$ cat src/ddsp_pkg.sv
// constants and types shared by the sweep and profile control block
package ddsp_pkg;

	// ****************************************
	// register addresses
	// ****************************************
	localparam logic [7:0] ADDR_FR1 = 8'h01;
	localparam logic [7:0] ADDR_CFR = 8'h03;
	localparam logic [7:0] ADDR_P0_FREQ = 8'h04;
	localparam logic [7:0] ADDR_P0_PHASE = 8'h05;
	localparam logic [7:0] ADDR_P0_AMP = 8'h06;
	localparam logic [7:0] ADDR_RATES = 8'h07;
	localparam logic [7:0] ADDR_RISE_STEP = 8'h08;
	localparam logic [7:0] ADDR_FALL_STEP = 8'h09;
	localparam logic [7:0] ADDR_P1 = 8'h0A;
	localparam logic [7:0] ADDR_P3 = 8'h0C;
	localparam logic [7:0] ADDR_P13 = 8'h16;
	localparam logic [7:0] ADDR_STATUS = 8'h1F;

	localparam int NREG = 11;
	localparam int IDX_FR1 = 0;
	localparam int IDX_CFR = 1;
	localparam int IDX_P0_FREQ = 2;
	localparam int IDX_P0_PHASE = 3;
	localparam int IDX_P0_AMP = 4;
	localparam int IDX_RATES = 5;
	localparam int IDX_RISE_STEP = 6;
	localparam int IDX_FALL_STEP = 7;
	localparam int IDX_P1 = 8;
	localparam logic [7:0] REG_ADDR [NREG] = '{ADDR_FR1, ADDR_CFR,
		ADDR_P0_FREQ, ADDR_P0_PHASE, ADDR_P0_AMP, ADDR_RATES,
		ADDR_RISE_STEP, ADDR_FALL_STEP, ADDR_P1, ADDR_P3, ADDR_P13};
	localparam logic [31:0] REG_RESET = 32'h0000_0000;

	// ****************************************
	// field positions and widths
	// ****************************************
	localparam int CFR_TGT_LSB = 22;
	localparam int CFR_NO_DWELL = 15;
	localparam int CFR_SWEEP_EN = 14;
	localparam int FR1_PPC_LSB = 12;
	localparam int FR1_RAMP_LSB = 10;
	localparam int FR1_LEVEL_LSB = 8;
	localparam int RATE_RISE_LSB = 0;
	localparam int RATE_FALL_LSB = 8;
	localparam int PHASE_SHIFT = 18;
	localparam int AMP_SHIFT = 22;
	localparam logic [31:0] PHASE_MASK = 32'hFFFC_0000;
	localparam logic [31:0] AMP_MASK = 32'hFFC0_0000;
	localparam logic [7:0] PERIOD_MIN = 8'h01;
	localparam logic [2:0] PPC_LOW = 3'h0;
	localparam logic [2:0] PPC_HIGH = 3'h3;
	localparam logic [1:0] PPC_ANY_01 = 2'h1;

	// ****************************************
	// types
	// ****************************************
	typedef enum logic [1:0] {TGT_NONE = 2'h0, TGT_AMP = 2'h1,
		TGT_FREQ = 2'h2, TGT_PHASE = 2'h3} ddsp_target_e;
	typedef enum logic [1:0] {LVL_2 = 2'h0, LVL_4 = 2'h1,
		LVL_8 = 2'h2, LVL_16 = 2'h3} ddsp_level_e;
	typedef enum logic [1:0] {RAMP_OFF = 2'h0, RAMP_P23 = 2'h1,
		RAMP_P3 = 2'h2, RAMP_SDIO = 2'h3} ddsp_ramp_e;
	typedef enum logic [1:0] {ST_START, ST_RISE, ST_END, ST_FALL}
		ddsp_state_e;

	typedef struct packed {
		logic wr_en;
		logic [7:0] addr;
		logic [31:0] wdata;
	} ddsp_bus_s;

	typedef struct packed {
		logic [3:0] profile;
		logic [3:1] sdio;
	} ddsp_pins_s;

endpackage : ddsp_pkg

$ cat src/ddsp_pin_sync.sv
// two-flop synchroniser for the profile and serial line pins
`timescale 1ns/10ps
module ddsp_pin_sync (
	input wire logic clk,
	input wire logic rst_b,
	input wire ddsp_pkg::ddsp_pins_s pins_in,
	output ddsp_pkg::ddsp_pins_s pins_out
);
	localparam int W = $bits(ddsp_pkg::ddsp_pins_s);
	logic [W-1:0] meta_r;
	logic [W-1:0] sync_r;

	// meta_r feeds only sync_r
	genvar gi;
	generate
		for (gi = 0; gi < W; gi++) begin : g_bit
			always_ff @(posedge clk) begin
				if (!rst_b) begin
					meta_r[gi] <= 1'b0;
					sync_r[gi] <= 1'b0;
				end else begin
					meta_r[gi] <= pins_in[gi];
					sync_r[gi] <= meta_r[gi];
				end
			end
		end
	endgenerate

	assign pins_out = sync_r;
endmodule : ddsp_pin_sync

$ cat src/ddsp_rate_timer.sv
// loadable 8-bit down counter that paces sweep steps
`timescale 1ns/10ps
module ddsp_rate_timer (
	input wire logic clk,
	input wire logic rst_b,
	input wire logic load,
	input wire logic run,
	input wire logic [7:0] period,
	output logic step
);
	logic [7:0] cnt_r;
	logic [7:0] cnt_nxt;
	logic [7:0] per;

	// zero period would stall forever, treat as one
	always_comb begin
		per = (period == 8'h00) ? ddsp_pkg::PERIOD_MIN : period;
		cnt_nxt = cnt_r;
		step = 1'b0;
		if (load) begin
			cnt_nxt = per;
		end else if (run) begin
			if (cnt_r <= ddsp_pkg::PERIOD_MIN) begin
				step = 1'b1;
				cnt_nxt = per;
			end else begin
				cnt_nxt = cnt_r - ddsp_pkg::PERIOD_MIN;
			end
		end
	end

	always_ff @(posedge clk) begin
		if (!rst_b)
			cnt_r <= ddsp_pkg::PERIOD_MIN;
		else
			cnt_r <= cnt_nxt;
	end
endmodule : ddsp_rate_timer

$ cat src/ddsp_top.sv
// sweep and profile control: registers, keying select, sweep engine
// Operation
// - four-level with serial ramp: ppc 011 uses pins 0,1; 000 pins 2,3
// - sixteen-level ppc x01: profile from pins 0-3, ramp on serial line 1
// - sweep starts at profile 0 word of swept quantity, ends at profile 1
// - end value 32/14/10 bits, phase and amplitude msb-aligned in profile 1
// - edges of profile pin 1 trigger sweep and set its direction
// - with sweep enabled, select 01 amp, 10 freq, 11 phase, 00 none
// - rising words for upward sweeps, falling words for downward
// - ramp periods 8 bits; steps 32, 14 or 10 bits
// - each step lasts the active ramp period in clock cycles
// - each upward step but the last adds the rising step word to the accumulator, each downward step but the last subtracts the falling one
// - accumulator overflow sweeps on uncontrolled; controller avoids it
// - pin rising edge selects rising step word and loads rising period
// - upward sweep stops at end value and holds it
// - pin falling edge runs falling step down to start and holds it
// - without no-dwell, direction and end state follow profile pin 1
// - with no-dwell, accumulator clears once upward sweep reaches end
// - no-dwell: pin high sweeps up, then rests at start until next high
// - no-dwell ignores the falling step word and falling period
// - step words and periods may change mid-sweep, used by later steps
// - amplitude ramp control from profile or serial lines per config
// - ramp field 11 gives serial lines to ramp, serial port one line
// - profile pin ramp control: low requests up, high requests down
`timescale 1ns/10ps
module ddsp_top (
	input wire logic clk,
	input wire logic rst_b,
	input wire ddsp_pkg::ddsp_bus_s bus,
	input wire ddsp_pkg::ddsp_pins_s pins,
	output logic [31:0] reg_rdata_r,
	output logic [3:0] profile_index_r,
	output logic [31:0] sweep_word_r,
	output ddsp_pkg::ddsp_target_e sweep_target_r,
	output logic sweep_busy_r,
	output logic amplitude_ramp_control_r,
	output logic ramp_enable_r,
	output logic serial_single_line_r
);

	// ****************************************
	// register file
	// ****************************************
	logic [31:0] regs_r [ddsp_pkg::NREG];
	logic [31:0] regs_nxt [ddsp_pkg::NREG];
	logic [31:0] rdata_nxt;

	always_comb begin
		for (int i = 0; i < ddsp_pkg::NREG; i++) begin
			regs_nxt[i] = regs_r[i];
			if (bus.wr_en && bus.addr == ddsp_pkg::REG_ADDR[i])
				regs_nxt[i] = bus.wdata;
		end
	end

	always_ff @(posedge clk) begin
		for (int i = 0; i < ddsp_pkg::NREG; i++) begin
			if (!rst_b)
				regs_r[i] <= ddsp_pkg::REG_RESET;
			else
				regs_r[i] <= regs_nxt[i];
		end
	end

	// ****************************************
	// configuration fields
	// ****************************************
	logic [31:0] channel_function_reg;
	logic [31:0] fr1;
	ddsp_pkg::ddsp_target_e target;
	ddsp_pkg::ddsp_level_e level;
	ddsp_pkg::ddsp_ramp_e ramp;
	logic [2:0] pin_assign_config;
	logic no_dwell;
	logic active;
	logic [7:0] rise_per;
	logic [7:0] fall_per;

	assign channel_function_reg = regs_r[ddsp_pkg::IDX_CFR];
	assign fr1 = regs_r[ddsp_pkg::IDX_FR1];
	assign target = ddsp_pkg::ddsp_target_e'(channel_function_reg[ddsp_pkg::CFR_TGT_LSB +: 2]);
	assign level = ddsp_pkg::ddsp_level_e'(fr1[ddsp_pkg::FR1_LEVEL_LSB +: 2]);
	assign ramp = ddsp_pkg::ddsp_ramp_e'(fr1[ddsp_pkg::FR1_RAMP_LSB +: 2]);
	assign pin_assign_config = fr1[ddsp_pkg::FR1_PPC_LSB +: 3];
	assign no_dwell = channel_function_reg[ddsp_pkg::CFR_NO_DWELL];
	assign active = channel_function_reg[ddsp_pkg::CFR_SWEEP_EN] &&
		(target != ddsp_pkg::TGT_NONE);
	assign rise_per = regs_r[ddsp_pkg::IDX_RATES][ddsp_pkg::RATE_RISE_LSB +: 8];
	assign fall_per = regs_r[ddsp_pkg::IDX_RATES][ddsp_pkg::RATE_FALL_LSB +: 8];

	// ****************************************
	// pin sampling
	// ****************************************
	ddsp_pkg::ddsp_pins_s pin_s;
	logic p1_prev_r;
	logic p1_rise;
	logic p1_fall;

	ddsp_pin_sync u_sync (
		.clk(clk),
		.rst_b(rst_b),
		.pins_in(pins),
		.pins_out(pin_s)
	);

	assign p1_rise = pin_s.profile[1] && !p1_prev_r;
	assign p1_fall = !pin_s.profile[1] && p1_prev_r;

	// ****************************************
	// keying select and amplitude ramp
	// ****************************************
	logic [3:0] index_nxt;
	logic ramp_up_nxt;
	logic ramp_en_nxt;
	logic single_nxt;
	logic [3:0] pp;

	assign pp = pin_s.profile;

	always_comb begin
		index_nxt = {3'h0, pp[1]};
		if (level == ddsp_pkg::LVL_4) begin
			if (ramp == ddsp_pkg::RAMP_SDIO && pin_assign_config == ddsp_pkg::PPC_LOW)
				index_nxt = {2'h0, pp[2], pp[3]};
			else if (pin_assign_config == ddsp_pkg::PPC_HIGH)
				index_nxt = {2'h0, pp[0], pp[1]};
		end else if (pin_assign_config[1:0] == ddsp_pkg::PPC_ANY_01) begin
			if (level == ddsp_pkg::LVL_16)
				index_nxt = {pp[0], pp[1], pp[2], pp[3]};
			else if (level == ddsp_pkg::LVL_8)
				index_nxt = {1'b0, pp[0], pp[1], pp[2]};
		end
	end

	always_comb begin
		ramp_en_nxt = (ramp != ddsp_pkg::RAMP_OFF);
		single_nxt = (ramp == ddsp_pkg::RAMP_SDIO);
		unique case (ramp)
			ddsp_pkg::RAMP_OFF: ramp_up_nxt = 1'b0;
			ddsp_pkg::RAMP_P23:
				ramp_up_nxt = (pin_assign_config == ddsp_pkg::PPC_LOW) ? !pp[3] : !pp[2];
			ddsp_pkg::RAMP_P3: ramp_up_nxt = !pp[3];
			// line 2 for four-level ppc 000, else line 1
			ddsp_pkg::RAMP_SDIO:
				ramp_up_nxt = (level == ddsp_pkg::LVL_4 &&
					pin_assign_config == ddsp_pkg::PPC_LOW) ? pin_s.sdio[2] : pin_s.sdio[1];
		endcase
	end

	// ****************************************
	// sweep datapath
	// ****************************************
	logic [31:0] start_al;
	logic [31:0] end_al;
	logic [31:0] rdw_al;
	logic [31:0] fdw_al;
	logic [31:0] cur;
	logic [32:0] up_sum;
	logic [32:0] dn_lim;
	logic up_done;
	logic dn_done;

	// narrow words keep only their top bits
	function automatic logic [31:0] msb_align(input logic [31:0] w,
		input ddsp_pkg::ddsp_target_e t);
		msb_align = w;
		if (t == ddsp_pkg::TGT_PHASE)
			msb_align = w & ddsp_pkg::PHASE_MASK;
		else if (t == ddsp_pkg::TGT_AMP)
			msb_align = w & ddsp_pkg::AMP_MASK;
	endfunction : msb_align

	// start from the matching profile 0 word
	always_comb begin
		unique case (target)
			ddsp_pkg::TGT_PHASE:
				start_al = regs_r[ddsp_pkg::IDX_P0_PHASE] << ddsp_pkg::PHASE_SHIFT;
			ddsp_pkg::TGT_AMP:
				start_al = regs_r[ddsp_pkg::IDX_P0_AMP] << ddsp_pkg::AMP_SHIFT;
			ddsp_pkg::TGT_FREQ, ddsp_pkg::TGT_NONE:
				start_al = regs_r[ddsp_pkg::IDX_P0_FREQ];
		endcase
	end

	// end value msb-aligned in profile 1
	assign end_al = msb_align(regs_r[ddsp_pkg::IDX_P1], target);
	assign rdw_al = msb_align(regs_r[ddsp_pkg::IDX_RISE_STEP], target);
	assign fdw_al = msb_align(regs_r[ddsp_pkg::IDX_FALL_STEP], target);

	// ****************************************
	// sweep engine
	// ****************************************
	ddsp_pkg::ddsp_state_e state_r;
	ddsp_pkg::ddsp_state_e state_nxt;
	logic [31:0] acc_r;
	logic [31:0] acc_nxt;
	logic tmr_load;
	logic tmr_run;
	logic [7:0] tmr_period;
	logic step;

	assign cur = start_al + acc_r;
	assign up_sum = {1'b0, cur} + {1'b0, rdw_al};
	assign dn_lim = {1'b0, start_al} + {1'b0, fdw_al};
	// a carry out never counts as reaching the end
	assign up_done = !up_sum[32] && (up_sum[31:0] >= end_al);
	assign dn_done = ({1'b0, cur} <= dn_lim);

	assign tmr_run = active && (state_r == ddsp_pkg::ST_RISE ||
		state_r == ddsp_pkg::ST_FALL);
	assign tmr_period = (!no_dwell && (p1_fall ||
		(state_r == ddsp_pkg::ST_FALL && !p1_rise))) ? fall_per : rise_per;

	ddsp_rate_timer u_timer (
		.clk(clk),
		.rst_b(rst_b),
		.load(tmr_load),
		.run(tmr_run),
		.period(tmr_period),
		.step(step)
	);

	always_comb begin
		state_nxt = state_r;
		acc_nxt = acc_r;
		tmr_load = 1'b0;
		if (!active) begin
			state_nxt = ddsp_pkg::ST_START;
			acc_nxt = '0;
		end else if (no_dwell) begin
			unique case (state_r)
				// wait at start for the pin
				ddsp_pkg::ST_START: begin
					if (p1_rise) begin
						state_nxt = ddsp_pkg::ST_RISE;
						tmr_load = 1'b1;
					end
				end
				ddsp_pkg::ST_RISE: begin
					if (step && up_done) begin
						acc_nxt = '0;
						state_nxt = ddsp_pkg::ST_START;
					end else if (step) begin
						acc_nxt = acc_r + rdw_al;
					end
				end
				ddsp_pkg::ST_END, ddsp_pkg::ST_FALL: begin
					acc_nxt = '0;
					state_nxt = ddsp_pkg::ST_START;
				end
			endcase
		end else if (p1_rise) begin
			state_nxt = ddsp_pkg::ST_RISE;
			tmr_load = 1'b1;
		end else if (p1_fall) begin
			state_nxt = ddsp_pkg::ST_FALL;
			tmr_load = 1'b1;
		end else begin
			unique case (state_r)
				ddsp_pkg::ST_RISE: begin
					if (step && up_done) begin
						acc_nxt = end_al - start_al;
						state_nxt = ddsp_pkg::ST_END;
					end else if (step) begin
						acc_nxt = acc_r + rdw_al;
					end
				end
				ddsp_pkg::ST_FALL: begin
					if (step && dn_done) begin
						acc_nxt = '0;
						state_nxt = ddsp_pkg::ST_START;
					end else if (step) begin
						acc_nxt = acc_r - fdw_al;
					end
				end
				ddsp_pkg::ST_START, ddsp_pkg::ST_END: ;
			endcase
		end
	end

	// ****************************************
	// registered state and outputs
	// ****************************************
	always_comb begin
		rdata_nxt = ddsp_pkg::REG_RESET;
		for (int i = 0; i < ddsp_pkg::NREG; i++)
			if (bus.addr == ddsp_pkg::REG_ADDR[i])
				rdata_nxt = regs_r[i];
		if (bus.addr == ddsp_pkg::ADDR_STATUS)
			rdata_nxt = {25'h0000000, state_r, sweep_busy_r, profile_index_r};
	end

	always_ff @(posedge clk) begin
		if (!rst_b) begin
			state_r <= ddsp_pkg::ST_START;
			acc_r <= ddsp_pkg::REG_RESET;
			p1_prev_r <= 1'b0;
			reg_rdata_r <= ddsp_pkg::REG_RESET;
			profile_index_r <= 4'h0;
			sweep_word_r <= ddsp_pkg::REG_RESET;
			sweep_target_r <= ddsp_pkg::TGT_NONE;
			sweep_busy_r <= 1'b0;
			amplitude_ramp_control_r <= 1'b0;
			ramp_enable_r <= 1'b0;
			serial_single_line_r <= 1'b0;
		end else begin
			state_r <= state_nxt;
			acc_r <= acc_nxt;
			p1_prev_r <= pin_s.profile[1];
			reg_rdata_r <= rdata_nxt;
			profile_index_r <= index_nxt;
			sweep_word_r <= start_al + acc_nxt;
			sweep_target_r <= active ? target : ddsp_pkg::TGT_NONE;
			sweep_busy_r <= (state_nxt == ddsp_pkg::ST_RISE ||
				state_nxt == ddsp_pkg::ST_FALL);
			amplitude_ramp_control_r <= ramp_up_nxt;
			ramp_enable_r <= ramp_en_nxt;
			serial_single_line_r <= single_nxt;
		end
	end
endmodule : ddsp_top
$ cat config.mk
export PLATFORM = sky130hd
export DESIGN_NAME = ddsp_top
export DESIGN_NICKNAME = d
export VERILOG_FILES = /design/src/ddsp_pkg.sv /design/src/ddsp_pin_sync.sv /design/src/ddsp_rate_timer.sv /design/src/ddsp_top.sv
export SDC_FILE = /design/constraint.sdc
export NUM_CORES = 2
export LEC_CHECK = 0
export ABC_CLOCK_PERIOD_IN_PS = 18600
export BUFFER_PORTS_ARGS = -buffer_cell sky130_fd_sc_hd__buf_4
export CORE_AREA = 3 3 267 269
export DETAILED_ROUTE_END_ITERATION = 8
export DIE_AREA = 0 0 270 272
export GPL_ROUTABILITY_DRIVEN = 0
export HOLD_SLACK_MARGIN = 0.1
export PLACE_DENSITY_LB_ADDON = 0.15
export SLEW_MARGIN = 20
export SYNTH_ARGS = -nofsm -noshare
export SYNTH_HDL_FRONTEND = slang
export SYNTH_SLANG_ARGS = --single-unit
$ cat constraint.sdc
create_clock -name clk -period 18.6 [get_ports clk]
set_input_delay 0.93 -clock clk [delete_from_list [all_inputs] [get_ports clk]]
set_output_delay 0.93 -clock clk [all_outputs]
set_load 0.05 [all_outputs]
==> flow_summary.ini <==
[yosys]
syn_nets = 4864
synth_seq_area_share_pct = 29.0
synth_enable_flop_cells = 0
ys_warn_count = 0
synth_cell_types = 97
ys_ff_latch = 480
netlist_instances = 4548
synthFlopType = dfxtp_1
avgSynthCellArea_sq_um = 7.30
synthArstFlopShare_pct = 0
syn_area_sq_um = 33200

[routing]
dr_total_vias = 33471
first_pass_iters = 8
viasPerCell = 6.13
wl_mm = 121
drt.antenna.violating_nets = 0
drc = 0
drt_iter0_drc = 4117
avgRoutedWirePerCell_um = 22.2

[finish]
area_delta_synth_final_pct = 10.2
diodes = 0
fin_nets = 4805
utilization_pct = 53.1
drive_gt1_share_pct = 8.08
layout_commonest_cell = nand2_1
fillers = 6823
mostFrequentLayoutCells = nand2_1 (968), a21oi_1 (628), dfxtp_1 (478), ha_1 (261), nor2_1 (253)

[global_route]
grt_pass1_vias = 30298
grt_max_degree = 129
grt_usage_pct = 31.6
grt.overflow.total = 0
grt_pass1_wl_mm = 182
antenna_found_initial = 1

[sta]
rsz0062_at_grt = false
worst_pin_slew_ns = 1.05
slew_headroom_pct = 30.0
finalSetupViolations = 0
maxSlewViolCount = 0
finalHoldViolations = 0
period_share_pct = 69.0
max_freq_mhz = 77.9
fin_crit_ns = 12.84
worst_slack_ns = 5.76
clock_skew_ns = 0.0309
fin_setup_tns_ns = 0

[cts]
numCtsBuffers = 53
cts_resized = 0
numClockSinks = 480
cts_setup_buffers = 0
clk_pin_slew_ns = 0.06
cts_tree = built
hold_buffers = 0
htreeDepth = 2
cts_buffer_depth = 3
cts-root-buf = clkbuf_16
clock_latency_ns = 0.63

[critical_path]
path_max_fanout = 42
reg2regPathDepth = 56
cp-startpoint = regs_r[1][22]
rr_startpoint = regs_r[1][22]
rr_endpoint = sweep_word_r[29]
crit_path_end = sweep_word_r[29]
cp_common_cell = a21oi_1
critical_path_class = flop to flop
cp_data_required_time_ns = 19.07
slowest_delay_ns = 0.62
end_kind = flop
arrival_ns = 13.31
worstSetupStartpointType = flop
r2r_slack_ns = 5.76
cp_slowest_cell = dfxtp_4

[floorplanning]
io_pins = 124
row_count = 96
dieHeight_um = 272
initial_utilization_pct = 48.2
core_sq_um = 68800
die_area_sq_um = 73400
dieWidth_um = 270

[power]
switchingPower_uw = 528
p_clk_share_pct = 50.8
swShare_pct = 23.4
p_int_mw = 1.73
p_leak_nw = 14.5
power_density_nw_per_um2 = 61.8
power_frac_comb_pct = 3.6
ir_drop_mv = 0.0645
pwr-share-seq_pct = 45.7

[flow_run]
cap_violations = 0

[placement]
place_hpwl_mm = 87.5
dp_worst_setup_slack_ns = 6.06
port_buffers = 122

[status]
status = finished clean

[worst_hold_path]
hold_path.class = flop to flop
synth_stat cells, drive strengths merged, types with 34 or more instances:
cell type    n  area share, %
dfxtp      480             29
clkbuf     275            3.1
nor3        70            1.1
nand2b      57            1.1
mux2i       35            1.1
a31oi       59            1.1
nor2b       57            1.1
a21oi      629            9.5
o21ai      191            2.9
nor2       259            2.9
a21o        79            1.8
a211oi      35           0.84
xor2        60            1.6
ha         261            9.8
inv        163            1.8
a221oi      65            1.7
o21bai      34           0.77
nand2      975             11
xnor2      134            3.5
a22o        51            1.3
nand3       73            1.1
and2        62            1.2
state kept, by name, summed over array words and instances (netlist names), 2 cells and up:
name and flops:
sweep_target_r 2, state_r 2, acc_r 32, u_timer.cnt_r 8, regs_r 352, u_sync.pins_out 6
reg_rdata_r 32, u_sync.meta_r 6, sweep_word_r 32, profile_index_r 4
logic make-up (layout without fill, tap and decap cells):
family | count (synthesis) | after routing | share of synthesized area (%)
fa+ha+maj | 271 | 271 | 10.3
simple gates | 1698 | 1698 | 22.5
flops | 480 | 480 | 29.0
compound gates | 1402 | 1402 | 26.6
buf+inv | 461 | 443 | 5.26
xor+xnor | 194 | 194 | 5.12
mux | 42 | 42 | 1.29
per-stage QoR:
| step | instance area (sq um) | cells | power [mW] | hold WS, ns |
|---|---|---|---|---|
| 2_1_floorplan | 33200 | 4548 | 1.10 | 0.412 |
| 4_1_cts | 36600 | 5461 | 2.27 | 0.436 |
| 3_5_place_dp | 34700 | 5365 | 1.13 | 0.419 |
| 5_1_grt | 36600 | 5461 | 2.31 | 0.449 |
| 3_3_place_gp | 34700 | 5365 | 1.13 | 0.414 |
| 6_report | 36600 | 5461 | 2.26 | 0.432 |
worst min-delay path by stage:
stage	startpoint	endpoint	slack [ns]	depth (start not counted)
after floorplan	u_sync.meta_r[0]	u_sync.pins_out[0]	0.41	1
after detailed placement	u_sync.meta_r[1]	u_sync.pins_out[1]	0.42	1
after global placement	u_sync.meta_r[0]	u_sync.pins_out[0]	0.41	1
final	u_sync.meta_r[5]	u_sync.pins_out[5]	0.43	1
after CTS	u_sync.meta_r[5]	u_sync.pins_out[5]	0.44	1
after global routing	u_sync.meta_r[1]	u_sync.pins_out[1]	0.45	1
power by group through the flow:
stage	Sequential (mW)	Clock [mW]	Combinational, mW
CTS	1.03	1.16	0.0785
detailed placement	1.05	0	0.0784
global placement	1.05	0	0.0784
global route	1.03	1.20	0.0850
floorplan	1.05	0	0.0462
finish	1.03	1.15	0.0804
per-layer routing:
metal  wire [um]  global-route usage (%)
met2       51200                    48.1
met3       12100                    4.69
met4        4770                    12.0
met1       53000                    45.1
met5           0                       0
cell type report:
cell class | count | area (sq um) | area share, %
Inverter | 165 | 627 | 1.71
Sequential cell | 480 | 9610 | 26.3
Clock inverter | 26 | 372 | 1.02
Multi-Input combinational cell | 3607 | 21900 | 59.9
Tap cell | 931 | 1160 | 3.19
Timing Repair Buffer | 182 | 1370 | 3.74
Clock buffer | 70 | 1500 | 4.10
worst max-delay path: cells and delay by family, from the launching register on:
kind,cells,cell delay (ns)
simple gates,14,2.54
xor+xnor,4,0.73
fa+ha+maj,4,1.19
flops,1,0.62
buf+inv,3,0.77
compound gates,31,6.79
No activity file was read; power rests on OpenSTA's default activity.
